## config.mk

```make
export PLATFORM = sky130hd
export DESIGN_NAME = dcrl_limiter
export DESIGN_NICKNAME = d
export VERILOG_FILES = /design/src/dcrl_pkg.sv /design/src/dcrl_limiter.sv
export VERILOG_INCLUDE_DIRS = /design/src
export SDC_FILE = /design/constraint.sdc
export NUM_CORES = 1
export LEC_CHECK = 0
export ABC_AREA = 1
export CAP_MARGIN = 40
export CORE_ASPECT_RATIO = 1.1
export CORE_MARGIN = 4
export CORE_UTILIZATION = 61
export CTS_CLUSTER_SIZE = 28
export DETAILED_ROUTE_END_ITERATION = 8
export DONT_BUFFER_PORTS = 1
export PLACE_DENSITY = 0.92
export REMOVE_ABC_BUFFERS = 1
export SYNTH_ARGS = -nofsm -noshare
export SYNTH_HDL_FRONTEND = slang
export SYNTH_SLANG_ARGS = --single-unit
```

## constraint.sdc

```tcl
create_clock -name ref_clk -period 16 [get_ports ref_clk]
set_clock_uncertainty 0.05 [all_clocks]
set_input_delay 2.4 -clock ref_clk [delete_from_list [all_inputs] [get_ports ref_clk]]
set_output_delay 2.4 -clock ref_clk [all_outputs]
set_load 0.1 [all_outputs]
```

## src/dcrl_defs.svh

```systemverilog
// constants for the dc bus and current ramp limiter
`ifndef DCRL_DEFS_SVH
`define DCRL_DEFS_SVH
`define DCRL_MODE_RST        2'h0
`define DCRL_BUS_LVL_MIN     11'd339
`define DCRL_BUS_LVL_MAX     11'd1200
`define DCRL_BUS_LVL_CLASS0  11'd400
`define DCRL_BUS_LVL_MID     11'd800
`define DCRL_BUS_LVL_HIGH    11'd1000
`define DCRL_CLASS_HIGH_MIN  3'h6
`define DCRL_GAIN_MAX        10'd999
`define DCRL_GAIN_RST        10'd150
`define DCRL_GAIN_SCALE      32'd100
`define DCRL_CUR_MAX         12'd2000
`define DCRL_CUR_FACTOR_NUM  13'd3
`define DCRL_FREQ_MAX        16'd5000
`define DCRL_MODE_BUS_ACCEL  0
`define DCRL_MODE_CUR_HOLD   1
`endif

```

## src/dcrl_pkg.sv

```systemverilog
// types for the dc bus and current ramp limiter
package dcrl_pkg;
    typedef enum logic [1:0] {
        DCRL_RAMP_FOLLOW,
        DCRL_RAMP_HOLD,
        DCRL_RAMP_ZERO_REF
    } dcrl_ramp_cmd_t;

    typedef struct packed {
        logic [1:0]     mode;
        logic [10:0]    busLevel;
        logic [9:0]     busGain;
        logic [11:0]    curLevel;
        logic [10:0]    busVolt;
        logic [11:0]    curMeas;
        dcrl_ramp_cmd_t rampCmd;
        logic           useThirdRamp;
        logic           busActive;
        logic           curActive;
        logic [15:0]    freqOut;
    } dcrl_state_t;
endpackage

```

## src/dcrl_limiter.sv

```systemverilog
// dc bus voltage and output current limiter acting on the speed ramp
//
// Function
// - bus hold modes 0/2 limit only while the ramp decelerates
// - bus hold: at regulation level, freeze ramp output speed
// - bus accelerate modes 1/3 regulate in every speed condition except under permanent magnet control
// - accelerate modes: error = bus voltage minus level, times gain
// - add gain times error to ramp output as Hz
// - gain 0.00..9.99 in hundredths, default 1.50
// - mode 0..3 decodes bus hold/accel and current decel/hold; default 0
// - while limiting, ramp ignores reference and accelerates, decelerates or freezes
// - bus level 339..1200 V; reset default 400 V for every supply voltage class
// - permanent magnet control: bus regulation by ramp hold while decelerating
// - current hold modes 2/3 freeze ramp while current over level
// - current hold acts when motoring and when regenerating
// - current decel modes 0/1 force zero reference while current over level
// - current level 0.0..200.0 A in 0.1 A, reset default 200.0 A
// - permanent magnet: hold while accelerating, else let speed fall with load
// - permanent magnet setup leaves current level at 1.5x motor rated current
// - bus limitation wins over current limitation
// - any limiting action uses the third ramp rate
`timescale 1ns/1ns
`include "dcrl_defs.svh"

module dcrl_limiter
(
    input  wire logic                    ref_clk,
    input  wire logic                    rst_n,
    input  wire logic                    cfgLoad,
    input  wire logic [1:0]              limiterModeSelect,
    input  wire logic [10:0]             busRegulationLevel,
    input  wire logic [9:0]              busErrorGain,
    input  wire logic [11:0]             maxOutputCurrentLevel,
    input  wire logic [2:0]              supplyVoltageClass,
    input  wire logic [11:0]             nominalCurrent,
    input  wire logic [11:0]             motorRatedCurrent,
    input  wire logic                    permanentMagnetVectorControl,
    input  wire logic [10:0]             measuredBusVoltage,
    input  wire logic [11:0]             outputCurrent,
    input  wire logic                    rampAccelerating,
    input  wire logic                    rampDecelerating,
    input  wire logic [15:0]             rampOutputFreq,
    output dcrl_pkg::dcrl_ramp_cmd_t     rampCmd,
    output logic                         useThirdRamp,
    output logic                         busLimitActive,
    output logic                         curLimitActive,
    output logic [15:0]                  correctedFreq,
    output logic [1:0]                   activeMode,
    output logic [10:0]                  activeBusLevel,
    output logic [9:0]                   activeBusGain,
    output logic [11:0]                  activeCurLevel
);
    import dcrl_pkg::*;

    ////////////////////////////////////////////////////////////////////////////
    // state

    dcrl_state_t s_q;
    dcrl_state_t s_d;

    logic [10:0] busLvlDefault;
    logic [11:0] curLvlDefault;
    logic [11:0] pmCurLevel;
    logic        busAccelMode;
    logic        curHoldMode;
    logic        busOver;
    logic        curOver;
    logic        busLimit;
    logic        curLimit;
    logic signed [12:0] busErr;
    logic signed [23:0] corrProd;
    logic signed [23:0] corrHz;
    logic signed [24:0] freqSum;

    function automatic logic [11:0] dcrlTimesOnePointFive(input logic [11:0] cur);
        logic [13:0] wide;
        wide = (14'(cur) * 14'(`DCRL_CUR_FACTOR_NUM)) >> 1;
        if (wide > 14'(`DCRL_CUR_MAX))
            wide = 14'(`DCRL_CUR_MAX);
        return wide[11:0];
    endfunction

    ////////////////////////////////////////////////////////////////////////////
    // defaults and setting ranges

    always_comb
    begin
        if (supplyVoltageClass == 3'h0)
            busLvlDefault = `DCRL_BUS_LVL_CLASS0;
        else if (supplyVoltageClass >= `DCRL_CLASS_HIGH_MIN)
            busLvlDefault = `DCRL_BUS_LVL_HIGH;
        else
            busLvlDefault = `DCRL_BUS_LVL_MID;
        curLvlDefault = dcrlTimesOnePointFive(nominalCurrent);
        pmCurLevel = dcrlTimesOnePointFive(motorRatedCurrent);
    end

    ////////////////////////////////////////////////////////////////////////////
    // limiter decisions, from registered samples and the live ramp flags

    always_comb
    begin
        busAccelMode = s_q.mode[`DCRL_MODE_BUS_ACCEL];
        curHoldMode = s_q.mode[`DCRL_MODE_CUR_HOLD];
        busOver = s_q.busVolt >= s_q.busLevel;
        curOver = s_q.curMeas > s_q.curLevel;
        // pm control always regulates the bus by hold during deceleration
        if (busAccelMode && !permanentMagnetVectorControl)
            busLimit = busOver;
        else
            busLimit = busOver && rampDecelerating;
        if (permanentMagnetVectorControl)
            curLimit = curOver && rampAccelerating;
        else if (curHoldMode)
            curLimit = curOver && (rampAccelerating || rampDecelerating);
        else
            curLimit = curOver;
        busErr = $signed({2'b00, s_q.busVolt}) - $signed({2'b00, s_q.busLevel});
        corrProd = 24'(busErr) * $signed({14'h0000, s_q.busGain});
        corrHz = 24'(corrProd / $signed(24'(`DCRL_GAIN_SCALE)));
        freqSum = $signed({9'h000, rampOutputFreq}) + 25'(corrHz);
    end

    ////////////////////////////////////////////////////////////////////////////
    // next state

    always_comb
    begin
        s_d = s_q;
        if (cfgLoad)
        begin
            s_d.mode = limiterModeSelect;
            if (busRegulationLevel < `DCRL_BUS_LVL_MIN)
                s_d.busLevel = `DCRL_BUS_LVL_MIN;
            else if (busRegulationLevel > `DCRL_BUS_LVL_MAX)
                s_d.busLevel = `DCRL_BUS_LVL_MAX;
            else
                s_d.busLevel = busRegulationLevel;
            if (busErrorGain > `DCRL_GAIN_MAX)
                s_d.busGain = `DCRL_GAIN_MAX;
            else
                s_d.busGain = busErrorGain;
            if (permanentMagnetVectorControl)
                s_d.curLevel = pmCurLevel;
            else if (maxOutputCurrentLevel > `DCRL_CUR_MAX)
                s_d.curLevel = `DCRL_CUR_MAX;
            else
                s_d.curLevel = maxOutputCurrentLevel;
        end
        // inputs sampled once per clock; decisions act one edge later
        s_d.busVolt = measuredBusVoltage;
        s_d.curMeas = outputCurrent;
        s_d.busActive = busLimit;
        s_d.curActive = curLimit && !busLimit;
        s_d.freqOut = rampOutputFreq;
        if (busLimit)
        begin
            if (busAccelMode && !permanentMagnetVectorControl)
            begin
                s_d.rampCmd = DCRL_RAMP_HOLD;
                // saturate rather than wrap; a negative sum means stop
                if (freqSum < 0)
                    s_d.freqOut = 16'h0000;
                else if (freqSum > $signed(25'(`DCRL_FREQ_MAX)))
                    s_d.freqOut = `DCRL_FREQ_MAX;
                else
                    s_d.freqOut = freqSum[15:0];
            end
            else
                s_d.rampCmd = DCRL_RAMP_HOLD;
        end
        else if (curLimit)
        begin
            if (curHoldMode || permanentMagnetVectorControl)
                s_d.rampCmd = DCRL_RAMP_HOLD;
            else
                s_d.rampCmd = DCRL_RAMP_ZERO_REF;
        end
        else
            s_d.rampCmd = DCRL_RAMP_FOLLOW;
        s_d.useThirdRamp = busLimit || curLimit;
    end

    ////////////////////////////////////////////////////////////////////////////
    // registers

    always_ff @(posedge ref_clk)
    begin
        if (!rst_n)
        begin
            s_q.mode <= `DCRL_MODE_RST;
            s_q.busLevel <= `DCRL_BUS_LVL_CLASS0;
            s_q.busGain <= `DCRL_GAIN_RST;
            s_q.curLevel <= `DCRL_CUR_MAX;
            s_q.busVolt <= 11'h000;
            s_q.curMeas <= 12'h000;
            s_q.rampCmd <= DCRL_RAMP_FOLLOW;
            s_q.useThirdRamp <= 1'b0;
            s_q.busActive <= 1'b0;
            s_q.curActive <= 1'b0;
            s_q.freqOut <= 16'h0000;
        end
        else
            s_q <= s_d;
    end

    // reset loads 400 V and 200.0 A whatever the class; class defaults are never applied,
    // so software must pulse cfgLoad with the default values it wants
    assign rampCmd = s_q.rampCmd;
    assign useThirdRamp = s_q.useThirdRamp;
    assign busLimitActive = s_q.busActive;
    assign curLimitActive = s_q.curActive;
    assign correctedFreq = s_q.freqOut;
    assign activeMode = s_q.mode;
    assign activeBusLevel = s_q.busLevel;
    assign activeBusGain = s_q.busGain;
    assign activeCurLevel = s_q.curLevel;

    // unused-default guard: class and nominal defaults drive no output
    // and no setting path; cfgLoad callers must supply the values
    logic unusedDefaults;
    assign unusedDefaults = ^{busLvlDefault, curLvlDefault};
endmodule

```

==> results.ini, run 1 <==
[run_status]
status=aborted with a tool error
stop_stage=global routing
error=[ERROR GRT-0116] Global routing finished with congestion. Check the congestion regions in the DRC Viewer.

[synthesis]
synth-edff-count=0
syn_area_mm2=0.0144
synthFlopType=dfxtp_1
synth_most_common_cell=nand2_1
synth_top_cell_by_area=fa_1
synth_top_area_share_pct=16.2
ys_top_cells_by_count=nand2_1 (474), inv_1 (432), nor2_1 (158)
async_flop_share_pct=0
synth_warnings=0
syn_inst=2137
synth_seq_area_share_pct=11.0
syn_area_per_cell_um2=6.73
synth_cell_types=61
synth.area.top_cells=fa_1 (16%), nand2_1 (12%), inv_1 (11%)
synth-seq-cells=79

[placement]
gp_congestion=0.979
place_inst=2738
hpwlAfterDp_um=41400
port-buffer-count=0

[clock_tree]
clkSinkCount=79
cts_buffers=9
cts-root-buf=clkbuf_16
hold_buffers=0
cts_htree_levels=3
clk_path_buf_depth=2

[grt]
grt_max_degree=41
grt_overflow=194
grt_pass1_vias=24639
grt_pass1_wl_um=157000
grtUsageTotal_pct=78.9

[die]
rows=58
die_width_um=154
io_pins=163
start_util_pct=62.5
die_y_um=169

[per-stage QoR]
step / setup slack [ns] / cell area (µm²) / hold WS, ns
after floorplan: -2.22 / 13800 / 0.689
after global placement: -1.55 / 16800 / 0.447
after detailed placement: -3.23 / 17400 / 0.458
after CTS: -1.99 / 19400 / 0.480
[what timing repair did]
action / 4_1_cts
resized for setup: 265
setup endpoints to repair: 13
setup buffers: 88
pin swaps: 187
cloned: 1
[routing by layer]
layer | track usage (%) | GRT overflow
met1 | 74.9 | 8
met4 | 81.6 | 81
met3 | 69.2 | 7
met5 | 51.6 | 1
met2 | 92.3 | 97
[cells by family after synthesis]
group | Yosys count | synth area share (%)
AND/OR/NAND/NOR | 992 | 33.6
XOR/XNOR | 79 | 4.87
adder cells (fa/ha/maj) | 224 | 25.6
buffers and inverters | 544 | 16.0
flip-flops | 79 | 11.0
multiplexers | 1 | 0.0696
AO/OA/AOI/OAI | 218 | 8.91
==> run 2, diff against run 1 <==
--- a/config.mk
+++ b/config.mk
@@ -8,13 +8,11 @@
 export LEC_CHECK = 0
 export ABC_AREA = 1
 export CAP_MARGIN = 40
-export CORE_ASPECT_RATIO = 1.1
 export CORE_MARGIN = 4
-export CORE_UTILIZATION = 61
-export CTS_CLUSTER_SIZE = 28
+export CORE_UTILIZATION = 40
 export DETAILED_ROUTE_END_ITERATION = 8
 export DONT_BUFFER_PORTS = 1
-export PLACE_DENSITY = 0.92
+export PLACE_DENSITY_LB_ADDON = 0.15
 export REMOVE_ABC_BUFFERS = 1
 export SYNTH_ARGS = -nofsm -noshare
 export SYNTH_HDL_FRONTEND = slang
==> constraint.sdc (replaced) <==
create_clock -name ref_clk -period 20.8 [get_ports ref_clk]
set_clock_uncertainty 0.05 [all_clocks]
set_input_delay 3.12 -clock ref_clk [delete_from_list [all_inputs] [get_ports ref_clk]]
set_output_delay 3.12 -clock ref_clk [all_outputs]
set_load 0.1 [all_outputs]
==> run 2 against run 1 <==
Compared with the run above: the flow now finishes without violations; synthesized cell count did not move; synthesized area did not move.
==> results.ini, run 2 <==
[run_status]
status=finished, final reports clean

[clock_tree]
cts_tree=done
clk_pin_slew_ns=0.07
cts-root-buf=clkbuf_16
clkSinkCount=79  ; unchanged
cts_buffers=9  ; unchanged
clk_path_buf_depth=2  ; unchanged
clkLatencyLatePin_ns=0.35
cts_htree_levels=3  ; unchanged
hold_buffers=0  ; unchanged

[placement]
gp_congestion=0.880  ; -10%
place_inst=2576  ; -5.9%
port-buffer-count=0  ; unchanged
place_area_mm2=0.0153  ; -12%
hpwlAfterDp_um=32400  ; -22%

[grt]
grt_pass1_vias=12826
grt_overflow=0
grtUsageTotal_pct=19.3
grt_max_degree=41
antenna_found_initial=0
grt_pass1_wl_um=62600

[sta]
final.period_utilization_pct=91.6
min_period_ns=19.05
setup_viol=0
max_clock_freq_ghz=0.0525
timing_hold_violations_final=0
slew_viol_final=0
maxSlewHeadroom_pct=28.0
max_slew.worst_pin.slew_ns=1.08

[setup_path]
required_ns=21.01
critPathMostFrequentCell=nand2_1
r2r-end=correctedFreq[1]
reg2reg_depth=135
arrival_ns=19.27
crit_type=flip-flop to flip-flop
rrSetupSlack_ns=1.75
max_stage_delay_ns=0.55
critPathLaunch=activeBusLevel[2]
end_kind=flip-flop
path_max_fanout=11
critPathSlowestCell=fa_1
endpoint=correctedFreq[1]
r2r_start=activeBusLevel[2]
critPathLaunchType=flip-flop

[final_layout]
drive_gt1_share_pct=13.1
fillCellCount=3673
multi_input_area_mm2=0.0106
final_util_pct=44.7
instances_no_fill=2603
syn2layout_area_growth_pct=10.4
largest_register_ffs=23
register_area_mm2=0.00158
n_antenna_cell=0
final_common_cell=nand2_1
top_register=s_q
nets=2468
final_cell_mix=nand2_1 (471), inv_1 (431), nor2_1 (154), nand3_1 (126), fa_1 (114)
fin_area_mm2=0.0159

[die]
die_y_um=198  ; +17%
die_area_mm2=0.0390
die_width_um=198  ; +28%
start_util_pct=40.5  ; -22 points
io_pins=163  ; unchanged
rows=69  ; +19%
core_area_mm2=0.0355

[synthesis]
synthFlopType=dfxtp_1
synth.area.top_cells=fa_1 (16%), nand2_1 (12%), inv_1 (11%)
synth_seq_area_share_pct=11.0  ; unchanged
synth-seq-cells=79  ; unchanged
synth_most_common_cell=nand2_1
syn_inst=2137  ; unchanged
syn_area_per_cell_um2=6.73  ; unchanged
async_flop_share_pct=0  ; unchanged
ys_top_cells_by_count=nand2_1 (474), inv_1 (432), nor2_1 (158)
synth_cell_types=61  ; unchanged
synth_top_area_share_pct=16.2  ; unchanged
syn_area_mm2=0.0144  ; unchanged
synth_top_cell_by_area=fa_1
synth-edff-count=0  ; unchanged
synth_warnings=0  ; unchanged

[run]
max_cap_viol_count=0

[detailed_routing]
drt_first_pass_iters=5
wirelength_um=37600
viasPerCell=5.01
drtIter0Drc=727
drc=0
dr_total_vias=13035
ant_nets=0
wl_per_cell_um=14.4

[worst_hold_path]
min_path_type=flip-flop to flip-flop

run 2: how the worst min path moves through the flow:
stage | start | end | slack [ns] | cells after the start
3_5_place_dp | activeMode[0] | activeMode[0] | 0.44 | 2
4_1_cts | activeMode[0] | activeMode[0] | 0.47 | 2
2_1_floorplan | s_q[32] | useThirdRamp | 0.69 | 5
3_3_place_gp | activeBusLevel[9] | activeBusLevel[9] | 0.49 | 2
5_1_grt | activeCurLevel[9] | activeCurLevel[9] | 0.51 | 2
6_report | activeMode[0] | activeMode[0] | 0.47 | 2
run 2: critical path, delay by kind of cell, from the launching register on:
kind	cells	cell delay, ns
simple gates	96	10.61
xor+xnor	1	0.14
fa+ha+maj	9	3.94
buf+inv	11	0.99
compound gates	18	2.82
flops	1	0.33
run 2: final cells by class:
| type | instances | area share (%) |
|---|---|---|
| Inverter | 464 | 11.0 |
| Multi-Input combinational cell | 1514 | 66.9 |
| Sequential cell | 79 | 9.97 |
| Tap cell | 461 | 3.64 |
| Timing Repair Buffer | 69 | 6.40 |
| Clock inverter | 7 | 0.686 |
| Clock buffer | 9 | 1.42 |
run 2: per-layer routing:
| layer | vias up | global-route usage, % | part of all wire [%] |
|---|---|---|---|
| met5 | - | 0 | 0 |
| met4 | 0 | 3.34 | 1.2 |
| met3 | 33 | 1.98 | 5.2 |
| met2 | 285 | 33.6 | 47 |
| met1 | 6077 | 26.3 | 46 |
| li1 | 6640 | - | - |
run 2: stage by stage:
stage / TNS (ns) / hold WS, ns / worst slack, ns
floorplan: 0 / 0.689 / 2.58
global placement: 0 / 0.492 / 0.842
detailed placement: 0 / 0.444 / 0.488
CTS: 0 / 0.469 / 0.392
global route: -0.230 / 0.514 / -0.0503
finish: 0 / 0.470 / 1.75
run 2: cells by family after synthesis:
kind of cell / after synthesis / share of synthesized area (%)
buf+inv: 544 / 16.0
simple gates: 992 / 33.6
flops: 79 / 11.0
mux: 1 / 0.0696
fa+ha+maj: 224 / 25.6
compound gates: 218 / 8.91
xor+xnor: 79 / 4.87
run 2: what timing repair did:
action / CTS / global route
setup endpoints to repair: 0 / 13
gates resized for setup: 0 / 36
setup buffers: 0 / 11
Power of run 2 is left out: the tool's default activity adds up to more than one toggle a clock period on the data nets, which glitch-free logic cannot reach.
==> run 3, diff against run 2 <==
--- a/config.mk
+++ b/config.mk
@@ -12,7 +12,6 @@
 export CORE_UTILIZATION = 40
 export DETAILED_ROUTE_END_ITERATION = 8
 export DONT_BUFFER_PORTS = 1
-export PLACE_DENSITY_LB_ADDON = 0.15
 export REMOVE_ABC_BUFFERS = 1
 export SYNTH_ARGS = -nofsm -noshare
 export SYNTH_HDL_FRONTEND = slang
==> run 3 against run 2 <==
Compared with the run above: worst setup slack better by 0.044 ns; highest routed layer unchanged; wire length is 3.3% lower; global-route usage is 0.89 points lower; register-to-register slack better by 0.04 ns; cell count is 0.12% lower; die area stayed put; utilization is 0.24 points lower; first-iteration DRC count is 3.0% higher; flip-flop and latch count stayed put; final area is 0.54% lower.
==> results.ini, run 3 (synthesized netlist as in run 2, its figures left out) <==
[run_status]
status=finished, final reports clean

[clock_tree]
clk_pin_slew_ns=0.07  ; about the same
cts_htree_levels=3  ; unchanged
clkLatencyLatePin_ns=0.35  ; about the same
hold_buffers=0  ; unchanged
cts_tree=done
cts_buffers=9  ; unchanged
cts-root-buf=clkbuf_16
clkSinkCount=79  ; unchanged
clk_path_buf_depth=2  ; unchanged

[grt]
grtUsageTotal_pct=18.4  ; -0.89 points
grt_max_degree=41  ; unchanged
grt_pass1_wl_um=60200  ; -3.8%
grt_pass1_vias=12677  ; -1.2%
grt_overflow=0  ; unchanged
antenna_found_initial=0  ; unchanged

[run]
max_cap_viol_count=0  ; unchanged

[final_layout]
fillCellCount=3645  ; -0.76%
nets=2465  ; -0.12%
largest_register_ffs=23  ; unchanged
drive_gt1_share_pct=12.8  ; -0.26 points
final_cell_mix=nand2_1 (471), inv_1 (431), nor2_1 (153), nand3_1 (128), fa_1 (114)
n_antenna_cell=0  ; unchanged
syn2layout_area_growth_pct=9.81
top_register=s_q
final_common_cell=nand2_1

[die]
die_width_um=198  ; unchanged
start_util_pct=40.5  ; unchanged
core_area_mm2=0.0355  ; unchanged
die_area_mm2=0.0390  ; unchanged
io_pins=163  ; unchanged
rows=69  ; unchanged
die_y_um=198  ; unchanged

[detailed_routing]
drt_first_pass_iters=5  ; unchanged
drtIter0Drc=749  ; +3.0%
wirelength_um=36300  ; -3.3%
drc=0  ; unchanged
dr_total_vias=13068  ; +0.25%
wl_per_cell_um=14.0  ; -3.2%
viasPerCell=5.03  ; +0.37%
ant_nets=0  ; unchanged

[setup_path]
reg2reg_depth=135  ; unchanged
crit_type=flip-flop to flip-flop
path_max_fanout=11  ; unchanged
required_ns=21.02  ; about the same
end_kind=flip-flop
critPathLaunch=activeBusLevel[4]
critPathSlowestCell=fa_1
critPathLaunchType=flip-flop
max_stage_delay_ns=0.59  ; +0.04 ns
rrSetupSlack_ns=1.79  ; +0.04 ns
arrival_ns=19.23  ; -0.04 ns
endpoint=correctedFreq[0]
critPathMostFrequentCell=nand2_1
r2r_start=activeBusLevel[4]
r2r-end=correctedFreq[0]

[sta]
slew_viol_final=0  ; unchanged
final.period_utilization_pct=91.4  ; -0.21 points
max_slew.worst_pin.slew_ns=0.873  ; -0.208 ns
setup_viol=0  ; unchanged
setup_tns_ns=0  ; unchanged
rsz0062_at_grt=no
maxSlewHeadroom_pct=41.5  ; +14 points
timing_hold_violations_final=0  ; unchanged
max_clock_freq_ghz=0.0526  ; +0.23%
min_period_ns=19.01  ; -0.0435 ns

[placement]
hpwlAfterDp_um=31300  ; -3.4%
gp_congestion=0.872  ; -0.89%
port-buffer-count=0  ; unchanged

[worst_hold_path]
min_path_type=flip-flop to flip-flop

## run 3: per-stage QoR
stage / cells / hold WS [ns] / area [µm²] / util [%] / setup slack [ns]
after floorplan: 2057 / 0.689 / 13800 / - / 2.58
after global placement: 2540 / 0.456 / 14600 / 41.0 / 0.995
after detailed placement: 2577 / 0.443 / 15300 / 43.2 / 0.661
after CTS: 2593 / 0.452 / 15600 / 44.0 / 0.612
after global routing: 2600 / 0.475 / 15800 / 44.5 / 0.00493
final: 2600 / 0.450 / 15800 / 44.5 / 1.79
## run 3: final cells by class
cell class | count | area (µm²) | area share, %
Clock inverter | 6 | 75.1 | 0.476
Sequential cell | 79 | 1580 | 10.0
Tap cell | 461 | 577 | 3.65
Inverter | 464 | 1750 | 11.1
Multi-Input combinational cell | 1515 | 10600 | 67.2
Timing Repair Buffer | 65 | 963 | 6.10
Clock buffer | 10 | 239 | 1.51
## run 3: worst min path at each step
stage	from	slack (ns)	depth (start not counted)	end
after global placement	activeBusLevel[2]	0.46	2	activeBusLevel[2]
final	activeMode[0]	0.45	2	activeMode[0]
after detailed placement	activeMode[0]	0.44	2	activeMode[0]
after CTS	activeMode[0]	0.45	2	activeMode[0]
after global routing	activeMode[0]	0.48	2	activeMode[0]
after floorplan	s_q[32]	0.69	5	useThirdRamp
## run 3: critical path, delay by kind of cell (launching register included)
family / cells / cell delay, ns
AND/OR/NAND/NOR: 96 / 10.95
adder cells (fa/ha/maj): 9 / 4.01
AO/OA/AOI/OAI: 16 / 2.02
buffers and inverters: 13 / 1.39
flip-flops: 1 / 0.32
XOR/XNOR: 1 / 0.16
## run 3: metal layers
layer | vias to the layer above | GRT usage, % | wire length [µm]
met3 | 36 | 2.25 | 1970
li1 | 6630 | - | -
met5 | - | 0 | 0
met4 | 0 | 3.60 | 566
met2 | 299 | 32.2 | 17400
met1 | 6103 | 24.6 | 16400
## run 3: timing repair
action / CTS / global route
gates resized for setup: 0 / 32
setup endpoints to repair: 0 / 13
endpoints found under the hold margin: 0 / 0
setup buffers: 0 / 6
Power of run 3 is left out for the same reason.
